`src/hdl/dlr_pkg.sv`:
```
// Purpose: shared constants and types for the display list render control block
// Assumes: 32-bit register port, 32-bit system memory word bus
// Notes:   offsets, fields, opcodes and reset values live here only
package dlr_pkg;

  // register word addresses
  localparam logic [3:0] ADDR_START   = 4'h0;  // list_start_address_reg
  localparam logic [3:0] ADDR_DIAG    = 4'h1;  // diagnostic_address_reg
  localparam logic [3:0] ADDR_EVENT   = 4'h2;  // render_event_reg
  localparam logic [3:0] ADDR_SRESET  = 4'h3;  // engine soft reset strobe
  localparam logic [3:0] ADDR_LIMIT   = 4'h4;  // legal address ceiling
  localparam logic [3:0] ADDR_BOOL    = 4'h5;  // boolean code readback

  // render_event_reg field positions
  localparam int EV_DONE   = 0;   // render_done_flag
  localparam int EV_ERROR  = 1;   // render_error_flag
  localparam int EV_ACTIVE = 2;   // render_active_flag
  localparam int EV_QUEUED = 3;   // list_queued_flag
  localparam int EN_DONE   = 8;   // done enable
  localparam int EN_ERROR  = 9;   // error enable
  localparam int SR_ENGINE = 0;   // engine bit in soft reset register

  // order opcodes, held in bits 31:24 of an opcode word
  localparam logic [7:0] OP_STOP  = 8'h00;  // end of list
  localparam logic [7:0] OP_NOP   = 8'h01;  // no operation
  localparam logic [7:0] OP_BOOL  = 8'h02;  // boolean_code_load_order, code in 7:0
  localparam logic [7:0] OP_BAND  = 8'h03;  // band header: addr, size, number follow
  localparam logic [7:0] OP_FILL  = 8'h04;  // banded fill: band, dst, count, src, ht
  localparam int       OPC_HI  = 31;
  localparam int       OPC_LO  = 24;
  localparam int       ROT_BIT = 23;        // fill order: rotated page flag

  // reset values
  localparam logic [31:0] RST_WORD  = 32'h0000_0000;
  localparam logic [31:0] RST_LIMIT = 32'hFFFF_FFFF;
  localparam logic [7:0]  RST_BOOL  = 8'h00;

  // memory request kind
  typedef struct packed {
    logic        req;    // request pending
    logic        we;     // write when high
    logic [31:0] addr;   // byte address
    logic [31:0] wdata;  // write data
  } dlr_mem_req_t;

  // register port request
  typedef struct packed {
    logic        wr;     // write strobe
    logic        rd;     // read strobe
    logic [3:0]  addr;   // word address
    logic [31:0] wdata;  // write data
  } dlr_reg_req_t;

endpackage : dlr_pkg

```
`src/hdl/dlr_engine.sv`:
```
// Purpose: sequencing of display list fetch, events, error freeze and band fault write back
// Assumes: memory answers a request with mem_ack, read data valid in that cycle
// Notes:   one fill order renders one destination word per step; no buffering
`timescale 1ns/10ps
module dlr_engine #(
  parameter int ADDR_W = 32  // address width of the list and bitmaps
) (
  input  wire logic                  clock,
  input  wire logic                  resetn,
  input  wire logic                  clk_en,
  input  wire dlr_pkg::dlr_reg_req_t reg_req,
  output logic [31:0]                reg_rdata,
  output dlr_pkg::dlr_mem_req_t      mem_req,
  input  wire logic                  mem_ack,
  input  wire logic [31:0]           mem_rdata,
  input  wire logic [31:0]           left_mask,
  input  wire logic [31:0]           right_mask,
  output logic                       irq
);

  initial begin
    if (ADDR_W != 32) begin
      $error("dlr_engine: only 32-bit addresses are supported");
    end
  end

  // engine sequencer states
  typedef enum logic [3:0] {
    ST_IDLE,      // waiting for a list
    ST_FETCH,     // reading an opcode word
    ST_OPERAND,   // reading operand words into o0 to o4
    ST_EXEC,      // deciding what the order does
    ST_RDDST,     // reading destination word
    ST_RDSRC,     // reading source word
    ST_RDHT,      // reading halftone word
    ST_WRDST,     // writing combined word
    ST_WBACK,     // band fault write back
    ST_ERROR      // halted until soft reset
  } dlr_state_t;

  // whole module state
  typedef struct packed {
    dlr_state_t  st;
    logic [31:0] start;       // running list base
    logic [31:0] queued;      // second list address
    logic        done;        // render_done_flag
    logic        err;         // render_error_flag
    logic        active;      // render_active_flag
    logic        qflag;       // list_queued_flag
    logic        en_done;
    logic        en_err;
    logic [31:0] pc;          // fetch address
    logic [31:0] diag;        // diagnostic_address_reg
    logic [31:0] limit;       // highest legal byte address
    logic [7:0]  boolc;       // boolean code
    logic [7:0]  opc;         // current opcode
    logic        rot;         // rotated page order
    logic [31:0] op_base;     // address of current order
    logic [2:0]  opi;         // operand index
    logic [2:0]  opn;         // operand count
    logic [31:0] o0;          // band number / band addr
    logic [31:0] o1;          // dest addr / band size
    logic [31:0] o2;          // remaining word count / band number
    logic [31:0] o3;          // source addr
    logic [31:0] o4;          // halftone pattern addr
    logic [31:0] band_addr;   // current band bitmap base
    logic [31:0] band_size;   // band length in bytes
    logic [31:0] band_num;    // band selected for rendering
    logic [31:0] dw, sw, hw;  // pixel words
    logic [2:0]  wbi;         // write back index
    logic [31:0] rdata;
    logic        irq;
    dlr_pkg::dlr_mem_req_t m;
  } dlr_state_s_t;

  dlr_state_s_t s_r, s_nxt;

  // any byte address above the ceiling is out of range
  function automatic logic bad_addr(input logic [31:0] a, input logic [31:0] lim);
    return a > lim;
  endfunction

  // boolean combine of three operand words, code bit index = {h,s,d} per pixel
  function automatic logic [31:0] bool_mix(input logic [7:0] code, input logic [31:0] d,
                                           input logic [31:0] sv, input logic [31:0] h);
    logic [31:0] r;
    r = '0;
    for (int i = 0; i < 32; i++) begin
      r[i] = code[{h[i], sv[i], d[i]}];
    end
    return r;
  endfunction

  // next-state logic for registers, sequencer and memory request
  always_comb begin
    logic        wr_start;
    logic [31:0] nxt_word, mix, keep;
    logic        list_end;
    s_nxt = s_r;
    wr_start = reg_req.wr && reg_req.addr == dlr_pkg::ADDR_START;
    list_end = 1'b0;
    nxt_word = '0;
    mix = '0;
    keep = '0;
    s_nxt.m.req = 1'b0;

    // register reads, data in the following cycle
    if (reg_req.rd) begin
      if (reg_req.addr == dlr_pkg::ADDR_START) begin
        s_nxt.rdata = s_r.start;
      end else if (reg_req.addr == dlr_pkg::ADDR_DIAG) begin
        s_nxt.rdata = s_r.diag;
      end else if (reg_req.addr == dlr_pkg::ADDR_EVENT) begin
        s_nxt.rdata = '0;
        s_nxt.rdata[dlr_pkg::EV_DONE]   = s_r.done;
        s_nxt.rdata[dlr_pkg::EV_ERROR]  = s_r.err;
        s_nxt.rdata[dlr_pkg::EV_ACTIVE] = s_r.active;
        s_nxt.rdata[dlr_pkg::EV_QUEUED] = s_r.qflag;
        s_nxt.rdata[dlr_pkg::EN_DONE]   = s_r.en_done;
        s_nxt.rdata[dlr_pkg::EN_ERROR]  = s_r.en_err;
      end else if (reg_req.addr == dlr_pkg::ADDR_LIMIT) begin
        s_nxt.rdata = s_r.limit;
      end else if (reg_req.addr == dlr_pkg::ADDR_BOOL) begin
        s_nxt.rdata = {24'h00_0000, s_r.boolc};
      end else begin
        s_nxt.rdata = '0;  // unmapped reads zero
      end
    end else begin
      s_nxt.rdata = '0;
    end

    // event write: ones clear the done and error flags, enables written directly
    if (reg_req.wr && reg_req.addr == dlr_pkg::ADDR_EVENT) begin
      if (reg_req.wdata[dlr_pkg::EV_DONE])  s_nxt.done = 1'b0;
      if (reg_req.wdata[dlr_pkg::EV_ERROR]) s_nxt.err  = 1'b0;
      s_nxt.en_done = reg_req.wdata[dlr_pkg::EN_DONE];
      s_nxt.en_err  = reg_req.wdata[dlr_pkg::EN_ERROR];
    end
    if (reg_req.wr && reg_req.addr == dlr_pkg::ADDR_LIMIT) begin
      s_nxt.limit = reg_req.wdata;
    end

    // start writes; an errored engine drops them
    if (wr_start && s_r.st != ST_ERROR) begin
      if (s_r.active) begin
        s_nxt.queued = reg_req.wdata;
        s_nxt.qflag  = 1'b1;
      end else begin
        s_nxt.start  = reg_req.wdata;
        s_nxt.pc     = reg_req.wdata;
        s_nxt.active = 1'b1;
        s_nxt.band_num = '0;
        s_nxt.st     = bad_addr(reg_req.wdata, s_r.limit) ? ST_ERROR : ST_FETCH;
        if (bad_addr(reg_req.wdata, s_r.limit)) s_nxt.err = 1'b1;
      end
    end

    // diagnostic follows the interpreted address until an error freezes it
    if (s_r.st != ST_ERROR && s_r.st != ST_IDLE) begin
      s_nxt.diag = s_r.pc;
    end

    // sequencer
    case (s_r.st)
      ST_IDLE: begin
      end
      ST_FETCH: begin
        s_nxt.m.req = 1'b1;
        s_nxt.m.we = 1'b0;
        s_nxt.m.addr = s_r.pc;
        if (s_r.m.req && mem_ack) begin
          s_nxt.m.req = 1'b0;
          s_nxt.opc = mem_rdata[dlr_pkg::OPC_HI:dlr_pkg::OPC_LO];
          s_nxt.rot = mem_rdata[dlr_pkg::ROT_BIT];
          s_nxt.op_base = s_r.pc;
          s_nxt.pc = s_r.pc + 32'h0000_0004;
          s_nxt.opi = '0;
          case (mem_rdata[dlr_pkg::OPC_HI:dlr_pkg::OPC_LO])
            dlr_pkg::OP_STOP: list_end = 1'b1;
            dlr_pkg::OP_NOP: s_nxt.st = ST_FETCH;
            dlr_pkg::OP_BOOL: s_nxt.boolc = mem_rdata[7:0];
            dlr_pkg::OP_BAND: begin
              s_nxt.opn = 3'd3;
              s_nxt.st = ST_OPERAND;
            end
            dlr_pkg::OP_FILL: begin
              s_nxt.opn = 3'd5;
              s_nxt.st = ST_OPERAND;
            end
            default: begin
              s_nxt.err = 1'b1;
              s_nxt.st = ST_ERROR;
            end
          endcase
        end
      end
      ST_OPERAND: begin
        s_nxt.m.req = 1'b1;
        s_nxt.m.we = 1'b0;
        s_nxt.m.addr = s_r.pc;
        if (s_r.m.req && mem_ack) begin
          s_nxt.m.req = 1'b0;
          s_nxt.pc = s_r.pc + 32'h0000_0004;
          s_nxt.opi = s_r.opi + 3'd1;
          case (s_r.opi)
            3'd0: s_nxt.o0 = mem_rdata;
            3'd1: s_nxt.o1 = mem_rdata;
            3'd2: s_nxt.o2 = mem_rdata;
            3'd3: s_nxt.o3 = mem_rdata;
            default: s_nxt.o4 = mem_rdata;
          endcase
          if (s_r.opi + 3'd1 == s_r.opn) s_nxt.st = ST_EXEC;
        end
      end
      ST_EXEC: begin
        // bounds checked per word: a fault may cut an order
        if (s_r.opc == dlr_pkg::OP_BAND) begin
          s_nxt.band_addr = s_r.o0;
          s_nxt.band_size = s_r.o1;
          s_nxt.band_num  = s_r.o2;
          s_nxt.st = ST_FETCH;
        end else if (s_r.o0 != s_r.band_num || s_r.o2 == '0) begin
          s_nxt.st = ST_FETCH;       // order belongs to another band or has no words left
        end else if (bad_addr(s_r.o3, s_r.limit) || bad_addr(s_r.o4, s_r.limit)) begin
          s_nxt.err = 1'b1;
          s_nxt.st = ST_ERROR;
        end else if (s_r.o1 >= s_r.band_size) begin
          s_nxt.wbi = '0;            // destination past the band: fault
          s_nxt.st = ST_WBACK;
        end else begin
          s_nxt.st = ST_RDDST;
        end
      end
      ST_RDDST, ST_RDSRC, ST_RDHT: begin
        s_nxt.m.req = 1'b1;
        s_nxt.m.we = 1'b0;
        s_nxt.m.addr = (s_r.st == ST_RDDST) ? s_r.band_addr + s_r.o1 :
                       (s_r.st == ST_RDSRC) ? s_r.o3 : s_r.o4;
        if (s_r.m.req && mem_ack) begin
          s_nxt.m.req = 1'b0;
          if (s_r.st == ST_RDDST) begin
            s_nxt.dw = mem_rdata;
            s_nxt.st = ST_RDSRC;
          end else if (s_r.st == ST_RDSRC) begin
            s_nxt.sw = mem_rdata;
            s_nxt.st = ST_RDHT;
          end else begin
            s_nxt.hw = mem_rdata;
            s_nxt.st = ST_WRDST;
          end
        end
      end
      ST_WRDST: begin
        // masks pick pixels inside the rectangle; the rest keep old destination
        mix = bool_mix(s_r.boolc, s_r.dw, s_r.sw, s_r.hw);
        keep = left_mask & right_mask;
        s_nxt.m.req = 1'b1;
        s_nxt.m.we = 1'b1;
        s_nxt.m.addr = s_r.band_addr + s_r.o1;
        s_nxt.m.wdata = (mix & keep) | (s_r.dw & ~keep);
        if (s_r.m.req && mem_ack) begin
          s_nxt.m.req = 1'b0;
          s_nxt.o1 = s_r.o1 + 32'h0000_0004;
          s_nxt.o3 = s_r.o3 + 32'h0000_0004;
          s_nxt.o2 = s_r.o2 - 32'h0000_0001;
          s_nxt.st = ST_EXEC;
        end
      end
      ST_WBACK: begin
        // resume point goes back over the order: band, dest offset, count, source
        nxt_word = s_r.rot ? s_r.o0 - 32'h0000_0001 : s_r.o0 + 32'h0000_0001;
        s_nxt.m.req = 1'b1;
        s_nxt.m.we = 1'b1;
        s_nxt.m.addr = s_r.op_base + 32'h0000_0004 + {27'h000_0000, s_r.wbi, 2'b00};
        case (s_r.wbi)
          3'd0: s_nxt.m.wdata = nxt_word;
          3'd1: s_nxt.m.wdata = s_r.o1 - s_r.band_size;
          3'd2: s_nxt.m.wdata = s_r.o2;
          default: s_nxt.m.wdata = s_r.o3;
        endcase
        if (s_r.m.req && mem_ack) begin
          s_nxt.m.req = 1'b0;
          s_nxt.wbi = s_r.wbi + 3'd1;
          if (s_r.wbi == 3'd3) s_nxt.st = ST_FETCH;  // next order
        end
      end
      default: begin  // ST_ERROR: busy and queued untouched
        s_nxt.m.req = 1'b0;
      end
    endcase

    // list finished: done event, then queued list or idle
    if (list_end) begin
      s_nxt.done = 1'b1;
      if (s_r.qflag) begin
        s_nxt.qflag = 1'b0;
        s_nxt.start = s_r.queued;
        s_nxt.pc = s_r.queued;
        s_nxt.band_num = '0;
        if (bad_addr(s_r.queued, s_r.limit)) begin
          s_nxt.err = 1'b1;
          s_nxt.st = ST_ERROR;
        end else begin
          s_nxt.st = ST_FETCH;
        end
      end else begin
        s_nxt.active = 1'b0;
        s_nxt.st = ST_IDLE;
      end
    end

    // a request in flight is dropped, no answer awaited
    // engine soft reset wins over everything else
    if (reg_req.wr && reg_req.addr == dlr_pkg::ADDR_SRESET &&
        reg_req.wdata[dlr_pkg::SR_ENGINE]) begin
      s_nxt.start  = dlr_pkg::RST_WORD;
      s_nxt.queued = dlr_pkg::RST_WORD;
      s_nxt.active = 1'b0;
      s_nxt.qflag  = 1'b0;
      s_nxt.diag   = dlr_pkg::RST_WORD;
      s_nxt.boolc  = dlr_pkg::RST_BOOL;
      s_nxt.st     = ST_IDLE;
      s_nxt.m.req  = 1'b0;
    end

    // request line follows flags and enables
    s_nxt.irq = (s_nxt.done & s_nxt.en_done) | (s_nxt.err & s_nxt.en_err);
  end

  // open ceiling after reset: any start is in range
  // single state register; clock enable freezes all of it
  always_ff @(posedge clock or negedge resetn) begin
    if (!resetn) begin
      s_r <= '0;
      s_r.st <= ST_IDLE;
      s_r.limit <= dlr_pkg::RST_LIMIT;
    end else if (clk_en) begin
      s_r <= s_nxt;
    end
  end

  // every output is a field of the state register
  assign reg_rdata = s_r.rdata;
  assign mem_req   = s_r.m;
  assign irq       = s_r.irq;

endmodule // dlr_engine

```
`config.mk`:
```
export PLATFORM = sky130hd
export DESIGN_NAME = dlr_engine
export DESIGN_NICKNAME = d
export VERILOG_FILES = /design/src/hdl/dlr_pkg.sv /design/src/hdl/dlr_engine.sv
export SDC_FILE = /design/constraint.sdc
export NUM_CORES = 2
export LEC_CHECK = 0
export BUFFER_PORTS_ARGS = -buffer_cell sky130_fd_sc_hd__buf_2
export CAP_MARGIN = 20
export CORE_ASPECT_RATIO = 1.1
export CORE_UTILIZATION = 23
export CTS_CLUSTER_DIAMETER = 80
export DETAILED_ROUTE_END_ITERATION = 10
export PLACE_DENSITY = 0.41
export SYNTH_ARGS = -nofsm -noshare
export SYNTH_HDL_FRONTEND = slang
export SYNTH_SLANG_ARGS = --single-unit
```
`constraint.sdc`:
```
create_clock -name clock -period 6.4 [get_ports clock]
set_input_delay 1.28 -clock clock [delete_from_list [all_inputs] [get_ports clock]]
set_output_delay 1.28 -clock clock [all_outputs]
set_load 0.02 [all_outputs]
```
After elaboration in Yosys (flattened, before gate mapping):

Cells that the tools add are included.

* add/subtract/negate cells: 12
* $lt $le $gt $ge: 37
* equality and inequality tests: 38
* mux-type cells: 160
* bitwise gates (word level): 11
* reductions and logical operators: 54

Operators with widths (number)
* $mux W32: 28
* $pmux W96 S2: 1
* $mux W68: 2
* $pmux W33 S4: 1
* $add A32 B3 Y32 const B: 4
* $gt A32 B32 Y1: 4
* $lt A3 B4 Y1 const B: 32
* $mux W128: 1
* $and A32 B32 Y32: 3
* $bmux W1 S3: 32
* $mux W96: 1
* $pmux W32 S3: 1
* $mux W36: 2
* $pmux W32 S2: 1
* $sub A32 B1 Y32 const B: 2
* $mux W4: 15
* $mux W55: 1
* $mux W1: 52
* $mux W49: 1
* $add A32 B1 Y32 const B: 1
* $add A32 B32 Y32: 1
* $add A32 B5 Y32: 1
* $ge A32 B32 Y1: 1
* $logic_not A32 Y1: 1
* other kinds (45): 123

* bits in registers: 679
* output and inout port bits: 99

Longest topological paths before layout:

* depth in word-level cells: 15
* gate-level depth with buffers: 16
* gate-level depth less buffers: 16

Least setup slack after synthesis:

OpenSTA, ideal clock, no wires.

* kind: in2reg
* start point: input port mem_rdata[28]
* end point: register s_r[580] in the netlist's numbering
* library setup time: 0.137 ns
* arrival: 3.363 ns
* slack: 2.900 ns
* stages on the path: 12
* buffers on the path: 4
* cell sequence: clkbuf_1 -> nor3_1 -> nand2_1 -> or3_1 -> clkbuf_1 -> nor3_2 -> and2_1 -> buf_2 -> clkbuf_1 -> nor3_1 -> a21oi_1 -> a21oi_1

* word-level cells in the longest chain between the ends: 5

RTL lines
* start, declared: RTL line dlr_engine.sv:15 `input wire logic [31:0] mem_rdata,`
* $logic_not A8 Y1: RTL line dlr_engine.sv:178 `case (mem_rdata[dlr_pkg::OPC_HI:dlr_pkg::OPC_LO])`
* $mux W1: RTL line dlr_engine.sv:178
* $mux W1: RTL line dlr_engine.sv:171 `if (s_r.m.req && mem_ack) begin`
* $mux W1: RTL line dlr_engine.sv:164 `case (s_r.st)`
* $mux W32: RTL line dlr_engine.sv:293 `if (list_end) begin`
* end signal, assigned: RTL line dlr_engine.sv:338 `s_r <= s_nxt;`
* end, declared: RTL line dlr_engine.sv:76 `dlr_state_s_t s_r, s_nxt;`

Every way passes these cells.
A chain may end at the register's enable or synchronous reset.

Final worst setup path:

* start point: register s_r[390] in the netlist's numbering
* end point: register s_r[678] in the netlist's numbering

* word-level cells in the longest chain between the ends: 8

RTL lines
* $ge A32 B32 Y1: RTL line dlr_engine.sv:227 `end else if (s_r.o1 >= s_r.band_size) begin`
* $mux W4: RTL line dlr_engine.sv:227
* $mux W4: RTL line dlr_engine.sv:224 `end else if (bad_addr(s_r.o3, s_r.limit) || bad_addr(s_r.o4, s_r.limit)) begin`
* $mux W4: RTL line dlr_engine.sv:222 `end else if (s_r.o0 != s_r.band_num || s_r.o2 == '0) begin`
* $mux W4: RTL line dlr_engine.sv:217 `if (s_r.opc == dlr_pkg::OP_BAND) begin`
* $pmux W4 S6: RTL line dlr_engine.sv:164
* $mux W36: RTL line dlr_engine.sv:293
* $mux W68: RTL line dlr_engine.sv:314 `if (reg_req.wr && reg_req.addr == dlr_pkg::ADDR_SRESET &&`

Every way passes these cells.

==> impl_metrics.py <==
metrics = {
    "setup_path": {
        "cp-end-kind": "register",
        "worst-setup-path-type": "register to register",
        "start_kind": "register",
        "rr_endpoint": "s_r[678]",
        "ff2ff_path_depth": 14,
        "cp.required_ns": 7.00,
        "rrSetupSlack_ns": 2.21,
        "crit-reg2reg-launch": "s_r[390]",
        "cp_max_fo": 3,
        "arrival_ns": 4.79,
    },
    "place": {
        "place.gp.congestion": 0.9127,
        "placed_cells": 7138,
        "dp_hpwl_mm": 148.4,
        "portBuffers": 236,
    },
    "yosys": {
        "synth_sequential_area_ratio": 0.3932,
        "synth_area_um2": 43320,
        "synth_cell_types": 88,
        "synthAdderAreaFrac": 0.07146,
        "synth-edff-count": 0,
        "postSynthAreaPerCell_um2": 9.068,
        "synth_xor_xnor_area_share": 0.02810,
        "synth_top_family_by_area": "compound AO/OA/AOI/OAI gates",
        "ys_warn_count": 0,
        "syn_inst": 4777,
        "synth_area_leaders": "dfrtp_1 37%, ha_1 7.0%, nand2_1 5.9%",
        "synth_mux_area_frac": 0.07845,
        "synth_compound_area_frac": 0.2255,
        "netlist.area_leader.share": 0.3738,
        "syn_nets": 5160,
        "synth_top_flop_cell": "dfrtp_1",
        "async_reset_ff_frac": 1.000,
        "synth_top_area_cell": "dfrtp_1",
        "synthSimpleGateAreaFrac": 0.1472,
        "synth_seq_cells": 679,
    },
    "timing": {
        "fin_crit_sh": 0.6545,
        "grt_setup_unrepaired": "false",
        "worst_pin_slew_ns": 1.147,
        "drv_slew": 0,
        "finalCriticalPeriod_ns": 4.189,
        "fmax_ghz": 0.2387,
        "slew_headroom": 0.2355,
        "final-hold-violation-count": 0,
        "skew_ns": 0.03846,
        "fin_tns_setup_ns": 0,
        "finalSetupViolations": 0,
    },
    "hold_path": {
        "min_path_cells": 1,
        "min_path_type": "register to register",
        "worstHoldStart": "reg_rdata[0]",
        "hold_end": "reg_rdata[0]",
    },
    "global_routing": {
        "track_usage": 0.2087,
        "antenna_found_initial": 19,
        "grt_overflow_total": 0,
        "grt_pass1_vias": 37718,
        "grt_pass1_wl_mm": 289.7,
        "grt_max_degree": 146,
    },
    "pwr": {
        "p_leak_nw": 22.37,
        "ir_worst_vdd_mv": 0.1963,
        "total_power_mw": 15.48,
        "powerDensity_nw_per_um2": 310.3,
    },
    "floorplan": {
        "die_w_um": 415.8,
        "std_cell_rows": 166,
        "die_h_um": 457.2,
        "dieArea_um2": 190100,
        "io_pins": 237,
        "floorplan.initialDensity": 0.2323,
        "coreArea_um2": 186500,
    },
    "layout": {
        "final_common_cell": "nand2_1",
        "drive_above_1_share": 0.1683,
        "fill_cells": 19928,
        "nets": 5180,
        "fin_cells": 7315,
        "syn_to_final_growth_pct": 15.18,
        "final_cell_mix": "677 x nand2_1, 647 x dfrtp_1, 437 x o21ai_0",
    },
    "clock_tree": {
        "clk_latency_ns": 0.73,
        "cts.sinks": 679,
        "cts_inserted_buffers": 91,
        "clkTransAtPathRegs_ns": 0.06,
        "cts_buffer_depth": 3,
        "htreeDepth": 3,
        "cts.repair.resized": 0,
        "postCtsSetupBuffers": 0,
        "clock-root-buffer": "clkbuf_16",
        "ctsHoldBuffers": 0,
        "cts_tree": "done",
    },
    "detailed_routing": {
        "drt_pass1_iterations": 6,
        "antenna_left": 0,
        "drc_errors": 0,
        "routed_wl_mm": 203.2,
        "drt_iter0_drc": 3883,
        "via_per_inst": 5.364,
        "vias": 39237,
        "wl_per_cell_um": 27.77,
    },
    "job": {
        "drv_cap": 0,
    },
    "status": {
        "status": "finished, final reports clean",
    },
}
==> worst max-delay path by stage <==
| stage | from | endpoint | slack, ns |
|---|---|---|---|
| detailed placement | mem_rdata[27] | irq | 2.29 |
| CTS | s_r[390] | s_r[678] | 2.33 |
| global route | s_r[390] | mem_req[54] | 2.08 |
| finish | s_r[390] | s_r[678] | 2.21 |
| floorplan | mem_rdata[28] | s_r[580] | 2.90 |
| global placement | mem_rdata[27] | s_r[647] | 2.30 |
==> per-stage QoR <==
| step | hold WS [ns] | setup slack, ns | cell area [µm²] | util |
|---|---|---|---|---|
| after floorplan | 0.4370 | 2.900 | 43320 | - |
| after global placement | 0.4583 | 2.303 | 46580 | 0.2498 |
| after detailed placement | 0.4622 | 2.290 | 46580 | 0.2498 |
| after CTS | 0.4767 | 2.332 | 49850 | 0.2673 |
| after global routing | 0.4905 | 2.083 | 49880 | 0.2674 |
| final | 0.4709 | 2.211 | 49900 | 0.2675 |
==> Yosys cell counts (15+ instances only) <==
| cell | instances |
|---|---|
| a2111oi_0 | 16 |
| a211oi_1 | 41 |
| a21o_1 | 78 |
| a21oi_1 | 359 |
| a221o_1 | 15 |
| a221oi_1 | 41 |
| a222oi_1 | 31 |
| a22o_1 | 100 |
| a22oi_1 | 21 |
| a31oi_1 | 84 |
| and2_1 | 18 |
| and3_1 | 52 |
| buf_1 | 16 |
| buf_4 | 98 |
| clkbuf_1 | 280 |
| dfrtp_1 | 647 |
| dfstp_2 | 32 |
| ha_1 | 241 |
| inv_1 | 136 |
| mux2_2 | 164 |
| mux4_2 | 64 |
| nand2_1 | 678 |
| nand2b_1 | 26 |
| nand3_1 | 108 |
| nand4_1 | 47 |
| nor2_1 | 266 |
| nor2b_1 | 33 |
| nor3_1 | 105 |
| nor4_1 | 24 |
| o211ai_1 | 26 |
| o21a_1 | 22 |
| o21ai_0 | 439 |
| o221ai_1 | 20 |
| o22ai_1 | 44 |
| o2bb2ai_1 | 61 |
| o31ai_1 | 16 |
| xnor2_1 | 62 |
| xor2_1 | 77 |
==> worst max-delay path, stage by stage (launching register included) <==
cell	delay [ns]
dfrtp_1	0.41
inv_1	0.09
ha_1	0.18
inv_1	0.06
fa_1	0.40
nand3_1	0.16
a21oi_1	0.13
nor2_1	0.09
o21ai_0	0.19
a31oi_1	0.56
o21ai_0	0.41
a211oi_1	0.78
nor2b_1	0.21
o21ai_0	0.10
a221o_1	0.32
==> registers in the layout (all words and copies together) (netlist names) <==
name and cells:
reg_rdata 32, s_r 580, mem_req 66, irq 1
==> where the power goes <==
| group | switching, mW | total, mW | internal, mW |
|---|---|---|---|
| logic | 2.95 | 4.29 | 1.34 |
| registers | 0.681 | 5.61 | 4.93 |
| clock network | 2.24 | 5.59 | 3.35 |
| total | 5.87 | 15.5 | 9.61 |
==> layout make-up <==
class | count | area, µm² | area share
antenna | 7 | 17.52 | 0.0003511
clock buffer | 135 | 2825 | 0.05662
clock inverter | 33 | 444.2 | 0.008902
inverter | 136 | 511.7 | 0.01026
multi-input combinational | 3553 | 24020 | 0.4813
sequential | 679 | 17030 | 0.3413
tap | 2436 | 3048 | 0.06108
timing repair buffer | 336 | 2002 | 0.04012
==> logic make-up (layout without fill, tap and decap cells) <==
family	after synthesis	count (layout)
AO/OA/AOI/OAI	1515	1515
XOR/XNOR	139	139
adder cells (fa/ha/maj)	245	245
buffers and inverters	545	640
flip-flops	679	679
multiplexers	239	239
other	0	7
AND/OR/NAND/NOR	1415	1415
==> per-layer routing <==
layer / up-vias / part of all wire / global-route usage
met2: 1472 / 0.47 / 0.3397
met4: 8 / 0.044 / 0.08141
met3: 285 / 0.057 / 0.02795
met1: 19934 / 0.43 / 0.2785
li1: 17538 / - / -
met5: - / 0.00025 / 0
Note: power is estimated with default switching activity, not from simulation.
